### config.mk
export PLATFORM = sky130hd
export DESIGN_NAME = utb_top
export DESIGN_NICKNAME = d
export VERILOG_FILES = /design/src/include/utb_pkg.sv /design/src/design/utb_timer.sv /design/src/design/utb_port.sv /design/src/design/utb_top.sv
export VERILOG_INCLUDE_DIRS = /design/src /design/src/include
export SDC_FILE = /design/constraint.sdc
export NUM_CORES = 1
export LEC_CHECK = 0
export BUFFER_PORTS_ARGS = -buffer_cell sky130_fd_sc_hd__buf_4
export CORE_ASPECT_RATIO = 0.9
export CORE_MARGIN = 10
export CORE_UTILIZATION = 55
export DETAILED_ROUTE_END_ITERATION = 7
export PLACE_DENSITY = 0.84
export SKIP_LAST_GASP = 1
export SLEW_MARGIN = 20
export SYNTH_ARGS = -nofsm -noshare
export SYNTH_HDL_FRONTEND = slang
export SYNTH_SLANG_ARGS = --single-unit
### constraint.sdc
create_clock -name clk_in -period 7.8 [get_ports clk_in]
set_input_delay 1.56 -clock clk_in [delete_from_list [all_inputs] [get_ports clk_in]]
set_output_delay 1.56 -clock clk_in [all_outputs]
set_load 0.005 [all_outputs]
### src/include/utb_map.svh
// Purpose: Register indexes, field positions, reset values and timing counts
// Assumes: Byte address of a register is four times its index
// Notes: Definitions only
`ifndef UTB_MAP_SVH
`define UTB_MAP_SVH

`define UTB_IDX_TIMER2_CONTROL 12'h418
`define UTB_IDX_TIMER2_MODE 12'h419
`define UTB_IDX_SYSTEM_CONFIG 12'h440
`define UTB_IDX_SCTL0 12'h420
`define UTB_IDX_SBUF0 12'h421
`define UTB_IDX_SCTL1 12'h424
`define UTB_IDX_SBUF1 12'h425
`define UTB_IDX_T1_RELOAD 12'h430
`define UTB_IDX_T1_MODE 12'h431
`define UTB_IDX_T2_RELOAD 12'h432

`define UTB_RX_T2_BIT 5
`define UTB_TX_T2_BIT 4
`define UTB_T2_RUN_BIT 2
`define UTB_PRESC_HI_BIT 3
`define UTB_PRESC_LO_BIT 2
`define UTB_T1_MODE8_BIT 0
`define UTB_T1_RUN_BIT 1

`define UTB_MODE_HI_BIT 7
`define UTB_MODE_LO_BIT 6
`define UTB_RX_EN_BIT 4
`define UTB_TX_NINTH_BIT 3
`define UTB_RX_NINTH_BIT 2
`define UTB_TX_DONE_BIT 1
`define UTB_RX_DONE_BIT 0

`define UTB_RST_BYTE 8'h00
`define UTB_RST_WORD 16'h0000

`define UTB_SUB_LAST 4'hf
`define UTB_SUB_MID 4'h7
`define UTB_SUB_HALF 4'h8
`define UTB_PRESC4_LAST 6'h03
`define UTB_PRESC16_LAST 6'h0f
`define UTB_PRESC64_LAST 6'h3f
`define UTB_T8_LAST 8'hff
`define UTB_T16_LAST 16'hffff

`endif

### src/include/utb_pkg.sv
// Purpose: Types shared by the serial transmit and baud logic
// Assumes: Constants live in utb_map.svh
// Notes: States are one-hot
package utb_pkg;

    typedef enum logic [1:0] {
        UTB_MODE_SHIFT = 2'b00,
        UTB_MODE_8BIT = 2'b01,
        UTB_MODE_9FIX = 2'b10,
        UTB_MODE_9VAR = 2'b11
    } utb_mode_t;

    typedef enum logic [1:0] {
        UTB_IDLE = 2'b01,
        UTB_SHIFT = 2'b10
    } utb_st_t;

    typedef struct packed {
        logic [15:0] cnt;
        logic ovf;
    } utb_tmr_t;

    typedef struct packed {
        utb_st_t tst;
        logic hold_full;
        logic [7:0] hold;
        logic [7:0] shift;
        logic [3:0] idx;
        logic [3:0] sub;
        logic tx_idle;
        logic tx_done;
        logic txd;
        logic dout;
        logic doe_n;
        utb_st_t rst;
        logic [3:0] ridx;
        logic [3:0] rsub;
        logic [9:0] rsh;
        logic [7:0] rdata;
        logic rninth;
        logic rx_done;
    } utb_port_t;

    typedef struct packed {
        logic [1:0][7:0] sctl;
        logic [7:0] t2ctl;
        logic [7:0] timer2_mode;
        logic [7:0] syscfg;
        logic [15:0] t1_reload;
        logic [7:0] t1_mode;
        logic [15:0] t2_reload;
        logic [5:0] presc;
        logic half;
        logic [1:0] rx_meta;
        logic [1:0] rx_sync;
        logic [1:0] load;
        logic [1:0][7:0] ldata;
        logic [31:0] prdata;
        logic pready;
        logic pslverr;
    } utb_top_t;

endpackage : utb_pkg

### src/design/utb_timer.sv
// Purpose: Up counter with reload that pulses on overflow, used as baud source
// Assumes: tick_in is a one-cycle prescaler pulse
// Notes: Held at its reload value while stopped
`timescale 1ns/1ps
`include "utb_map.svh"
module utb_timer
    import utb_pkg::*;
(
    input wire logic clk_in,
    input wire logic reset_n_in,
    input wire logic tick_in,
    input wire logic run_in,
    input wire logic mode8_in,
    input wire logic [15:0] reload_in,
    output logic ovf_out
);
    utb_tmr_t s, n;

    always_comb begin
        n = s;
        n.ovf = 1'b0;
        if (!run_in) begin
            n.cnt = reload_in;
        end else if (tick_in) begin
            // Overflow period is range minus reload prescaled ticks
            if (mode8_in && s.cnt[7:0] == `UTB_T8_LAST) begin
                n.cnt = {8'h00, reload_in[7:0]};
                n.ovf = 1'b1;
            end else if (!mode8_in && s.cnt == `UTB_T16_LAST) begin
                n.cnt = reload_in;
                n.ovf = 1'b1;
            end else begin
                n.cnt = s.cnt + 16'h0001;
            end
        end
    end

    always_ff @(posedge clk_in or negedge reset_n_in) begin
        if (!reset_n_in) begin
            s <= '0;
        end else begin
            s <= n;
        end
    end

    assign ovf_out = s.ovf;
endmodule : utb_timer

### src/design/utb_port.sv
// Purpose: One serial port: double buffered transmitter and framed receiver
// Assumes: Ticks are one-cycle pulses at sixteen times the bit rate
// Notes: Shift mode receive is not supported
`timescale 1ns/1ps
`include "utb_map.svh"
module utb_port
    import utb_pkg::*;
(
    input wire logic clk_in,
    input wire logic reset_n_in,
    input wire logic [1:0] mode_in,
    input wire logic tx_tick_in,
    input wire logic rx_tick_in,
    input wire logic load_in,
    input wire logic [7:0] load_data_in,
    input wire logic tx_ninth_in,
    input wire logic rx_enable_in,
    input wire logic rx_pin_sync_in,
    output logic tx_idle_out,
    output logic tx_done_out,
    output logic rx_done_out,
    output logic [7:0] rx_data_out,
    output logic rx_ninth_out,
    output logic tx_pin_out,
    output logic rx_pin_out,
    output logic rx_pin_oe_n_out
);
    utb_port_t s, n;
    logic nine;
    logic take;

    function automatic logic [3:0] last_idx(input logic [1:0] m);
        unique case (m)
            UTB_MODE_SHIFT: last_idx = 4'h7;
            UTB_MODE_8BIT: last_idx = 4'h9;
            default: last_idx = 4'ha;
        endcase
    endfunction : last_idx

    // Ninth bit comes live from the control bit, not from the byte
    function automatic logic bit_val(input logic [3:0] idx, input logic [7:0] d,
                                     input logic ninth, input logic nine9);
        if (idx == 4'h0) begin
            bit_val = 1'b0;
        end else if (idx <= 4'h8) begin
            bit_val = d[3'(idx - 4'h1)];
        end else if (idx == 4'h9 && nine9) begin
            bit_val = ninth;
        end else begin
            bit_val = 1'b1;
        end
    endfunction : bit_val

    always_comb begin
        n = s;
        n.tx_done = 1'b0;
        n.rx_done = 1'b0;
        nine = mode_in[1];
        take = 1'b0;
        unique case (s.tst)
            UTB_IDLE: begin
                take = s.hold_full;
            end
            UTB_SHIFT: begin
                if (tx_tick_in) begin
                    n.sub = s.sub + 4'h1;
                    if (s.sub == `UTB_SUB_LAST) begin
                        if (s.idx == last_idx(mode_in)) begin
                            n.tx_done = 1'b1;
                            take = s.hold_full;
                            if (!s.hold_full) begin
                                n.tst = UTB_IDLE;
                            end
                        end else begin
                            n.idx = s.idx + 4'h1;
                        end
                    end
                end
            end
        endcase
        if (take) begin
            n.tst = UTB_SHIFT;
            n.shift = s.hold;
            n.hold_full = 1'b0;
            n.idx = 4'h0;
            n.sub = 4'h0;
        end
        if (load_in) begin
            n.hold = load_data_in;
            n.hold_full = 1'b1;
        end
        n.tx_idle = (n.tst == UTB_IDLE) && !n.hold_full;
        if (n.tst == UTB_SHIFT && mode_in == UTB_MODE_SHIFT) begin
            // Shift clock low for the first half of each bit
            n.txd = (n.sub >= `UTB_SUB_HALF);
            n.dout = n.shift[n.idx[2:0]];
            n.doe_n = 1'b0;
        end else begin
            n.txd = (n.tst == UTB_SHIFT) ? bit_val(n.idx, n.shift, tx_ninth_in, nine) : 1'b1;
            n.dout = 1'b1;
            n.doe_n = 1'b1;
        end

        unique case (s.rst)
            UTB_IDLE: begin
                if (rx_tick_in && rx_enable_in && mode_in != UTB_MODE_SHIFT && !rx_pin_sync_in) begin
                    n.rst = UTB_SHIFT;
                    n.ridx = 4'h0;
                    n.rsub = 4'h0;
                end
            end
            UTB_SHIFT: begin
                if (rx_tick_in) begin
                    n.rsub = s.rsub + 4'h1;
                    if (s.rsub == `UTB_SUB_MID) begin
                        n.ridx = s.ridx + 4'h1;
                        if (s.ridx == 4'h0) begin
                            // A start bit gone high again was noise
                            if (rx_pin_sync_in) begin
                                n.rst = UTB_IDLE;
                            end
                        end else begin
                            n.rsh = {rx_pin_sync_in, s.rsh[9:1]};
                            if (s.ridx == last_idx(mode_in)) begin
                                n.rst = UTB_IDLE;
                                n.rx_done = 1'b1;
                                n.rdata = nine ? n.rsh[7:0] : n.rsh[8:1];
                                n.rninth = nine ? n.rsh[8] : n.rsh[9];
                            end
                        end
                    end
                end
            end
        endcase
    end

    always_ff @(posedge clk_in or negedge reset_n_in) begin
        if (!reset_n_in) begin
            s <= '{tst: UTB_IDLE, rst: UTB_IDLE, tx_idle: 1'b1, txd: 1'b1, dout: 1'b1,
                   doe_n: 1'b1, default: '0};
        end else begin
            s <= n;
        end
    end

    assign tx_idle_out = s.tx_idle;
    assign tx_done_out = s.tx_done;
    assign rx_done_out = s.rx_done;
    assign rx_data_out = s.rdata;
    assign rx_ninth_out = s.rninth;
    assign tx_pin_out = s.txd;
    assign rx_pin_out = s.dout;
    assign rx_pin_oe_n_out = s.doe_n;
endmodule : utb_port

### src/design/utb_top.sv
// Purpose: Two serial ports with transmit flags, baud generation and APB registers
// Assumes: 125 MHz clk_in is the oscillator; serial rx pins are asynchronous
// Notes: Zero wait state APB slave; unmapped addresses answer with pslverr
`timescale 1ns/1ps
`include "utb_map.svh"
module utb_top
    import utb_pkg::*;
(
    input wire logic clk_in,
    input wire logic reset_n_in,
    input wire logic psel_in,
    input wire logic penable_in,
    input wire logic pwrite_in,
    input wire logic [13:0] paddr_in,
    input wire logic [31:0] pwdata_in,
    output logic [31:0] prdata_out,
    output logic pready_out,
    output logic pslverr_out,
    input wire logic [1:0] serial_rx_pin_in,
    output logic [1:0] serial_rx_pin_out,
    output logic [1:0] serial_rx_pin_oe_n_out,
    output logic [1:0] serial_tx_pin_out
);
    utb_top_t s, n;
    logic t1_tick, t2_tick, t1_ovf, t2_ovf;
    logic [1:0] tx_tick, rx_tick, tx_idle, tx_done, rx_done, rx_ninth;
    logic [1:0][7:0] rx_data;
    logic [11:0] idx;
    logic access;

    function automatic logic presc_tick(input logic [1:0] code, input logic [5:0] cnt);
        unique case (code)
            2'b00: presc_tick = (cnt[1:0] == 2'(`UTB_PRESC4_LAST));
            2'b01: presc_tick = (cnt[3:0] == 4'(`UTB_PRESC16_LAST));
            2'b10: presc_tick = (cnt == `UTB_PRESC64_LAST);
            default: presc_tick = 1'b0; // Reserved code stops the timers
        endcase
    endfunction : presc_tick

    function automatic logic baud_tick(input logic [1:0] mode, input logic t2sel,
                                       input logic ovf1, input logic ovf2, input logic half);
        unique case (mode)
            UTB_MODE_SHIFT: baud_tick = 1'b1;
            UTB_MODE_9FIX: baud_tick = half;
            default: baud_tick = t2sel ? ovf2 : ovf1;
        endcase
    endfunction : baud_tick

    function automatic logic [32:0] read_reg(input logic [11:0] i, input utb_top_t r,
                                             input logic [1:0][7:0] rxd);
        read_reg = {1'b1, 32'h0000_0000};
        unique case (i)
            `UTB_IDX_TIMER2_CONTROL: read_reg[7:0] = r.t2ctl;
            `UTB_IDX_TIMER2_MODE: read_reg[7:0] = r.timer2_mode;
            `UTB_IDX_SYSTEM_CONFIG: read_reg[7:0] = r.syscfg;
            `UTB_IDX_SCTL0: read_reg[7:0] = r.sctl[0];
            `UTB_IDX_SBUF0: read_reg[7:0] = rxd[0];
            `UTB_IDX_SCTL1: read_reg[7:0] = r.sctl[1];
            `UTB_IDX_SBUF1: read_reg[7:0] = rxd[1];
            `UTB_IDX_T1_RELOAD: read_reg[15:0] = r.t1_reload;
            `UTB_IDX_T1_MODE: read_reg[7:0] = r.t1_mode;
            `UTB_IDX_T2_RELOAD: read_reg[15:0] = r.t2_reload;
            default: read_reg[32] = 1'b0;
        endcase
    endfunction : read_reg

    assign idx = paddr_in[13:2];
    assign access = psel_in && penable_in && s.pready;
    assign t1_tick = presc_tick(s.syscfg[`UTB_PRESC_HI_BIT:`UTB_PRESC_LO_BIT], s.presc);
    assign t2_tick = t1_tick;

    always_comb begin
        n = s;
        n.load = 2'b00;
        n.presc = s.presc + 6'h01;
        n.half = ~s.half;
        n.rx_meta = serial_rx_pin_in;
        n.rx_sync = s.rx_meta;
        n.pready = psel_in && !penable_in;
        n.pslverr = 1'b0;
        if (psel_in && !penable_in) begin
            {n.pslverr, n.prdata} = read_reg(idx, s, rx_data);
            n.pslverr = ~n.pslverr;
        end
        if (access && pwrite_in && !s.pslverr) begin
            unique case (idx)
                `UTB_IDX_TIMER2_CONTROL: n.t2ctl = pwdata_in[7:0];
                `UTB_IDX_TIMER2_MODE: n.timer2_mode = pwdata_in[7:0];
                `UTB_IDX_SYSTEM_CONFIG: n.syscfg = pwdata_in[7:0];
                `UTB_IDX_SCTL0: n.sctl[0] = pwdata_in[7:0];
                `UTB_IDX_SCTL1: n.sctl[1] = pwdata_in[7:0];
                `UTB_IDX_SBUF0: begin
                    n.load[0] = 1'b1;
                    n.ldata[0] = pwdata_in[7:0];
                end
                `UTB_IDX_SBUF1: begin
                    n.load[1] = 1'b1;
                    n.ldata[1] = pwdata_in[7:0];
                end
                `UTB_IDX_T1_RELOAD: n.t1_reload = pwdata_in[15:0];
                `UTB_IDX_T1_MODE: n.t1_mode = pwdata_in[7:0];
                `UTB_IDX_T2_RELOAD: n.t2_reload = pwdata_in[15:0];
                default: n.load = 2'b00;
            endcase
        end
        // Hardware sets applied after the software write so a set wins
        for (int p = 0; p < 2; p++) begin
            if (tx_done[p]) begin
                n.sctl[p][`UTB_TX_DONE_BIT] = 1'b1;
            end
            if (n.load[p] && tx_idle[p]) begin
                n.sctl[p][`UTB_TX_DONE_BIT] = 1'b1;
            end
            if (rx_done[p]) begin
                n.sctl[p][`UTB_RX_DONE_BIT] = 1'b1;
                n.sctl[p][`UTB_RX_NINTH_BIT] = rx_ninth[p];
            end
        end
    end

    always_ff @(posedge clk_in or negedge reset_n_in) begin
        if (!reset_n_in) begin
            s <= '{rx_meta: 2'b11, rx_sync: 2'b11, t1_reload: `UTB_RST_WORD, t2_reload: `UTB_RST_WORD,
                   t2ctl: `UTB_RST_BYTE, timer2_mode: `UTB_RST_BYTE, syscfg: `UTB_RST_BYTE, default: '0};
        end else begin
            s <= n;
        end
    end

    utb_timer u_timer1 (
        .clk_in(clk_in),
        .reset_n_in(reset_n_in),
        .tick_in(t1_tick),
        .run_in(s.t1_mode[`UTB_T1_RUN_BIT]),
        .mode8_in(s.t1_mode[`UTB_T1_MODE8_BIT]),
        .reload_in(s.t1_reload),
        .ovf_out(t1_ovf)
    );

    utb_timer u_timer2 (
        .clk_in(clk_in),
        .reset_n_in(reset_n_in),
        .tick_in(t2_tick),
        .run_in(s.t2ctl[`UTB_T2_RUN_BIT]),
        .mode8_in(1'b0),
        .reload_in(s.t2_reload),
        .ovf_out(t2_ovf)
    );

    always_comb begin
        tx_tick[0] = baud_tick(s.sctl[0][7:6], s.t2ctl[`UTB_TX_T2_BIT], t1_ovf, t2_ovf, s.half);
        rx_tick[0] = baud_tick(s.sctl[0][7:6], s.t2ctl[`UTB_RX_T2_BIT], t1_ovf, t2_ovf, s.half);
        tx_tick[1] = baud_tick(s.sctl[1][7:6], s.timer2_mode[`UTB_TX_T2_BIT], t1_ovf, t2_ovf, s.half);
        rx_tick[1] = baud_tick(s.sctl[1][7:6], s.timer2_mode[`UTB_RX_T2_BIT], t1_ovf, t2_ovf, s.half);
    end

    for (genvar p = 0; p < 2; p++) begin : g_port
        utb_port u_port (
            .clk_in(clk_in),
            .reset_n_in(reset_n_in),
            .mode_in(s.sctl[p][`UTB_MODE_HI_BIT:`UTB_MODE_LO_BIT]),
            .tx_tick_in(tx_tick[p]),
            .rx_tick_in(rx_tick[p]),
            .load_in(s.load[p]),
            .load_data_in(s.ldata[p]),
            .tx_ninth_in(s.sctl[p][`UTB_TX_NINTH_BIT]),
            .rx_enable_in(s.sctl[p][`UTB_RX_EN_BIT]),
            .rx_pin_sync_in(s.rx_sync[p]),
            .tx_idle_out(tx_idle[p]),
            .tx_done_out(tx_done[p]),
            .rx_done_out(rx_done[p]),
            .rx_data_out(rx_data[p]),
            .rx_ninth_out(rx_ninth[p]),
            .tx_pin_out(serial_tx_pin_out[p]),
            .rx_pin_out(serial_rx_pin_out[p]),
            .rx_pin_oe_n_out(serial_rx_pin_oe_n_out[p])
        );
    end

    assign prdata_out = s.prdata;
    assign pready_out = s.pready;
    assign pslverr_out = s.pslverr;
endmodule : utb_top

==> flow_summary_export.csv <==
group,metric,value,unit
power_and_ir_drop,power_density,210,nW/µm²
placement,portBuffers,58,
power_and_ir_drop,power.total,3260,µW
global_route,grt_first_pass_wirelength,54400,µm
final_layout,fillCellCount,1893,
critical_path,rr_worst_depth,12,
global_route,overflow,0,
yosys,ys_seq_elements,283,
clock_network,cts_root_buf,"clkbuf_16",
floorplan,dieArea,32300,µm²
final_layout,fin_nets,1365,
global_route,grt_use_met1,27.0,%
critical_path,crit_family,"compound AO/OA/AOI/OAI gates",
yosys,ys_seq_area_share,50.7,%
timing,whs,0.357,ns
detailed_routing,wirelength,33600,µm
timing,maxSlewViolCount,0,
final_layout,diodes,0,
worst_hold_path,hp-class,"register to register",
critical_path,max_stage_delay,0.93,ns
run_status,outcome,"complete, no violations",
yosys,ys.flop_type,"dfrtp_1",
critical_path,path_max_fanout,20,
run,drv_cap,0,
global_route,busiest_layer,"met2",
global_route,grt_pass1_vias,10170,
detailed_routing,drt_iter0_drc,1078,
placement,dp_cells,1607,
critical_path,critPathKind,"register to register",
floorplan,floorplan.rows,55,
power_and_ir_drop,peakVddDrop,0.160,mV
clock_network,path_clk_slew,0.06,ns
yosys,synthAdderAreaFrac,1.34,%
timing,period_minus_slack,4.12,ns
worst_hold_path,whs_path_depth,0,
clock_network,cts_htree_levels,1,
critical_path,critPathSlowestCell,"dfrtp_1",
critical_path,cp_common_cell,"o21ai_1",
yosys,synth-compound-area-share,14.1,%
clock_network,clkLatencyLatePin,0.57,ns
yosys,syn_area,14000,µm²
yosys,synth.avg_cell_area,11.0,µm²
detailed_routing,route.antenna.remaining_nets,0,
timing,fin_crit_sh,52.8,%
critical_path,end_kind,"register",
floorplan,coreArea,25100,µm²
yosys,synth.distinct_cells,89,
final_layout,layout-drive-gt1-share,20.2,%
critical_path,critPathArrivalTime,4.60,ns
detailed_routing,wl_per_cell,20.2,µm
clock_network,clockBufferDepth,3,
floorplan,ios,93,
yosys,synth_mux_area_share,13.9,%
timing,worst_pin_slew,0.956,ns
global_route,use_met3,3.36,%
yosys,syn_inst,1273,
detailed_routing,via_per_inst,6.19,
critical_path,crit_cells,12,
clock_network,cts.hold.buffers_added,0,
critical_path,crit_chain,"nor3b_2 -> a211oi_1 -> o21ai_1 -> a21oi_1 -> nor2_1 -> inv_1 -> ha_1 -> o21ai_1 -> a31oi_1 -> o221ai_1 -> a311o_1 -> o31ai_2",
clock_network,postCtsSetupBuffers,0,
yosys,synth_xor_xnor_area_share,1.56,%
yosys,synth_edf_count,0,
timing,hold_viol,0,
timing,tns,0,ns
critical_path,crit_buf_inv,1,
clock_network,post_cts_resized,0,
detailed_routing,vias,10292,
floorplan,die_h,171,µm
placement,hpwl,22900,µm
global_route,grt_start_max_net_pins,144,
global_route,antenna_found_initial,0,
yosys,synth-simple-area-share,13.6,%
yosys,ys_warn_count,0,
global_route,grt_use_total,20.4,%
clock_network,cts_sinks,283,
placement,place_congestion,0.925,
global_route,met2_usage,33.9,%
detailed_routing,drc,0,
yosys,synthArstFlopShare,100,%
timing,fmax,243,MHz
timing,skew,0.0324,ns
floorplan,initial_core_util,55.8,%
yosys,synth_top_family_by_area,"compound AO/OA/AOI/OAI gates",
timing,rsz0062_at_grt,"no",
detailed_routing,drt_first_pass_iters,5,
final_layout,final_cells,1662,
clock_network,cts_buffers,29,
final_layout,utilization,61.7,%
critical_path,required,8.28,ns
floorplan,die_w,188,µm
power_and_ir_drop,p_leak,0.00712,µW
final_layout,area_growth,10.7,%
critical_path,start_kind,"register",
clock_network,cts_tree,"built",
timing,setup_viol_count_final,0,
timing,relSlewSlack,36.3,%
## cell usage in the layout (no fill, tap or decap), types with 22 or more instances in the layout
cell type and n:
mux2i_1 40, buf_4 66, dfrtp_1 267, nand2_1 109
mux2_2 102, o21ai_0 75, nor2_1 71, a22o_1 22
mux2_1 33, nand3_1 33, clkbuf_16 29, inv_1 36
a21oi_1 40, o21ai_1 22
## cells in the mapped netlist, types with 14 or more instances
cell type,number,area [µm²]
a21oi_1,40,200
a221o_1,15,150
a221oi_1,15,131
a22o_1,22,193
a22oi_1,20,150
and3_1,16,100
buf_4,40,300
clkbuf_1,30,113
dfrtp_1,267,6680
dfstp_2,16,420
ha_1,15,188
inv_1,36,135
mux2_1,33,372
mux2_2,102,1150
mux2i_1,40,400
nand2_1,109,409
nand3_1,33,165
nor2_1,71,267
o21ai_0,75,375
o21ai_1,22,110
xor2_1,14,123
## stage by stage
| stage | worst slack [ns] | cell area, µm² |
|---|---|---|
| 6_report | 3.68 | 15500 |
| 4_1_cts | 3.71 | 15500 |
| 3_3_place_gp | 3.43 | 14500 |
| 2_1_floorplan | 4.06 | 14100 |
| 5_1_grt | 3.32 | 15500 |
| 3_5_place_dp | 3.39 | 14500 |
## cell type report
cell class                      instances  area, µm²  area share, %
Clock buffer                           40        797           5.14
Multi-Input combinational cell        877       6310           40.7
Timing Repair Buffer                   68        538           3.47
Inverter                               38        143          0.920
Tap cell                              342        428           2.76
Clock inverter                         14        191           1.23
Sequential cell                       283       7100           45.8
## cell families after synthesis
group,count (synthesis)
AND/OR/NAND/NOR,359
flip-flops,283
multiplexers,177
other,1
AO/OA/AOI/OAI,285
adder cells (fa/ha/maj),15
XOR/XNOR,25
buffers and inverters,128
## sequential cells by signal, summed over array words and instances, names as in the netlist, 16 cells and up
signal	flops
g_port.u_port.s	92
prdata_out	16
u_timer1.s	16
s	107
g_port.u_port.rx_data_out	16
u_timer2.s	16
## report_power, final
group	total (µW)	internal (µW)	switching, µW
Sequential	1590	1530	60.6
Clock	1430	851	584
Combinational	235	104	132
## final timing paths
check                      startpoint                     endpoint  slack, ns
max in group asynchronous  reset_n_in                        s[39]       5.13
setup reg to reg               s[142]  g_port[1].u_port.tx_pin_out       3.68
min in group asynchronous  reset_n_in               prdata_out[10]       0.87
hold reg to reg                 n[52]                        s[52]       0.36
setup / recovery               s[142]  g_port[1].u_port.tx_pin_out       3.68
hold / removal                  n[52]                        s[52]       0.36
## worst register-to-register path, stage by stage, from the launching register on
cell and delay (ns):
dfrtp_1 0.93, nor3b_2 0.57, a211oi_1 0.13, o21ai_1 0.23, a21oi_1 0.32, nor2_1 0.27, inv_1 0.09, ha_1 0.44
o21ai_1 0.11, a31oi_1 0.22, o221ai_1 0.16, a311o_1 0.37, o31ai_2 0.20
## layer usage
layer  wire length, µm  vias up  part of all wire (%)
li1                  -     4663                     -
met1             14300     5161                    42
met2             16300      400                    48
met3              2250       68                   6.7
met4               812        0                   2.4
met5                 0        -                     0
Power figures use the tool's default switching activity.
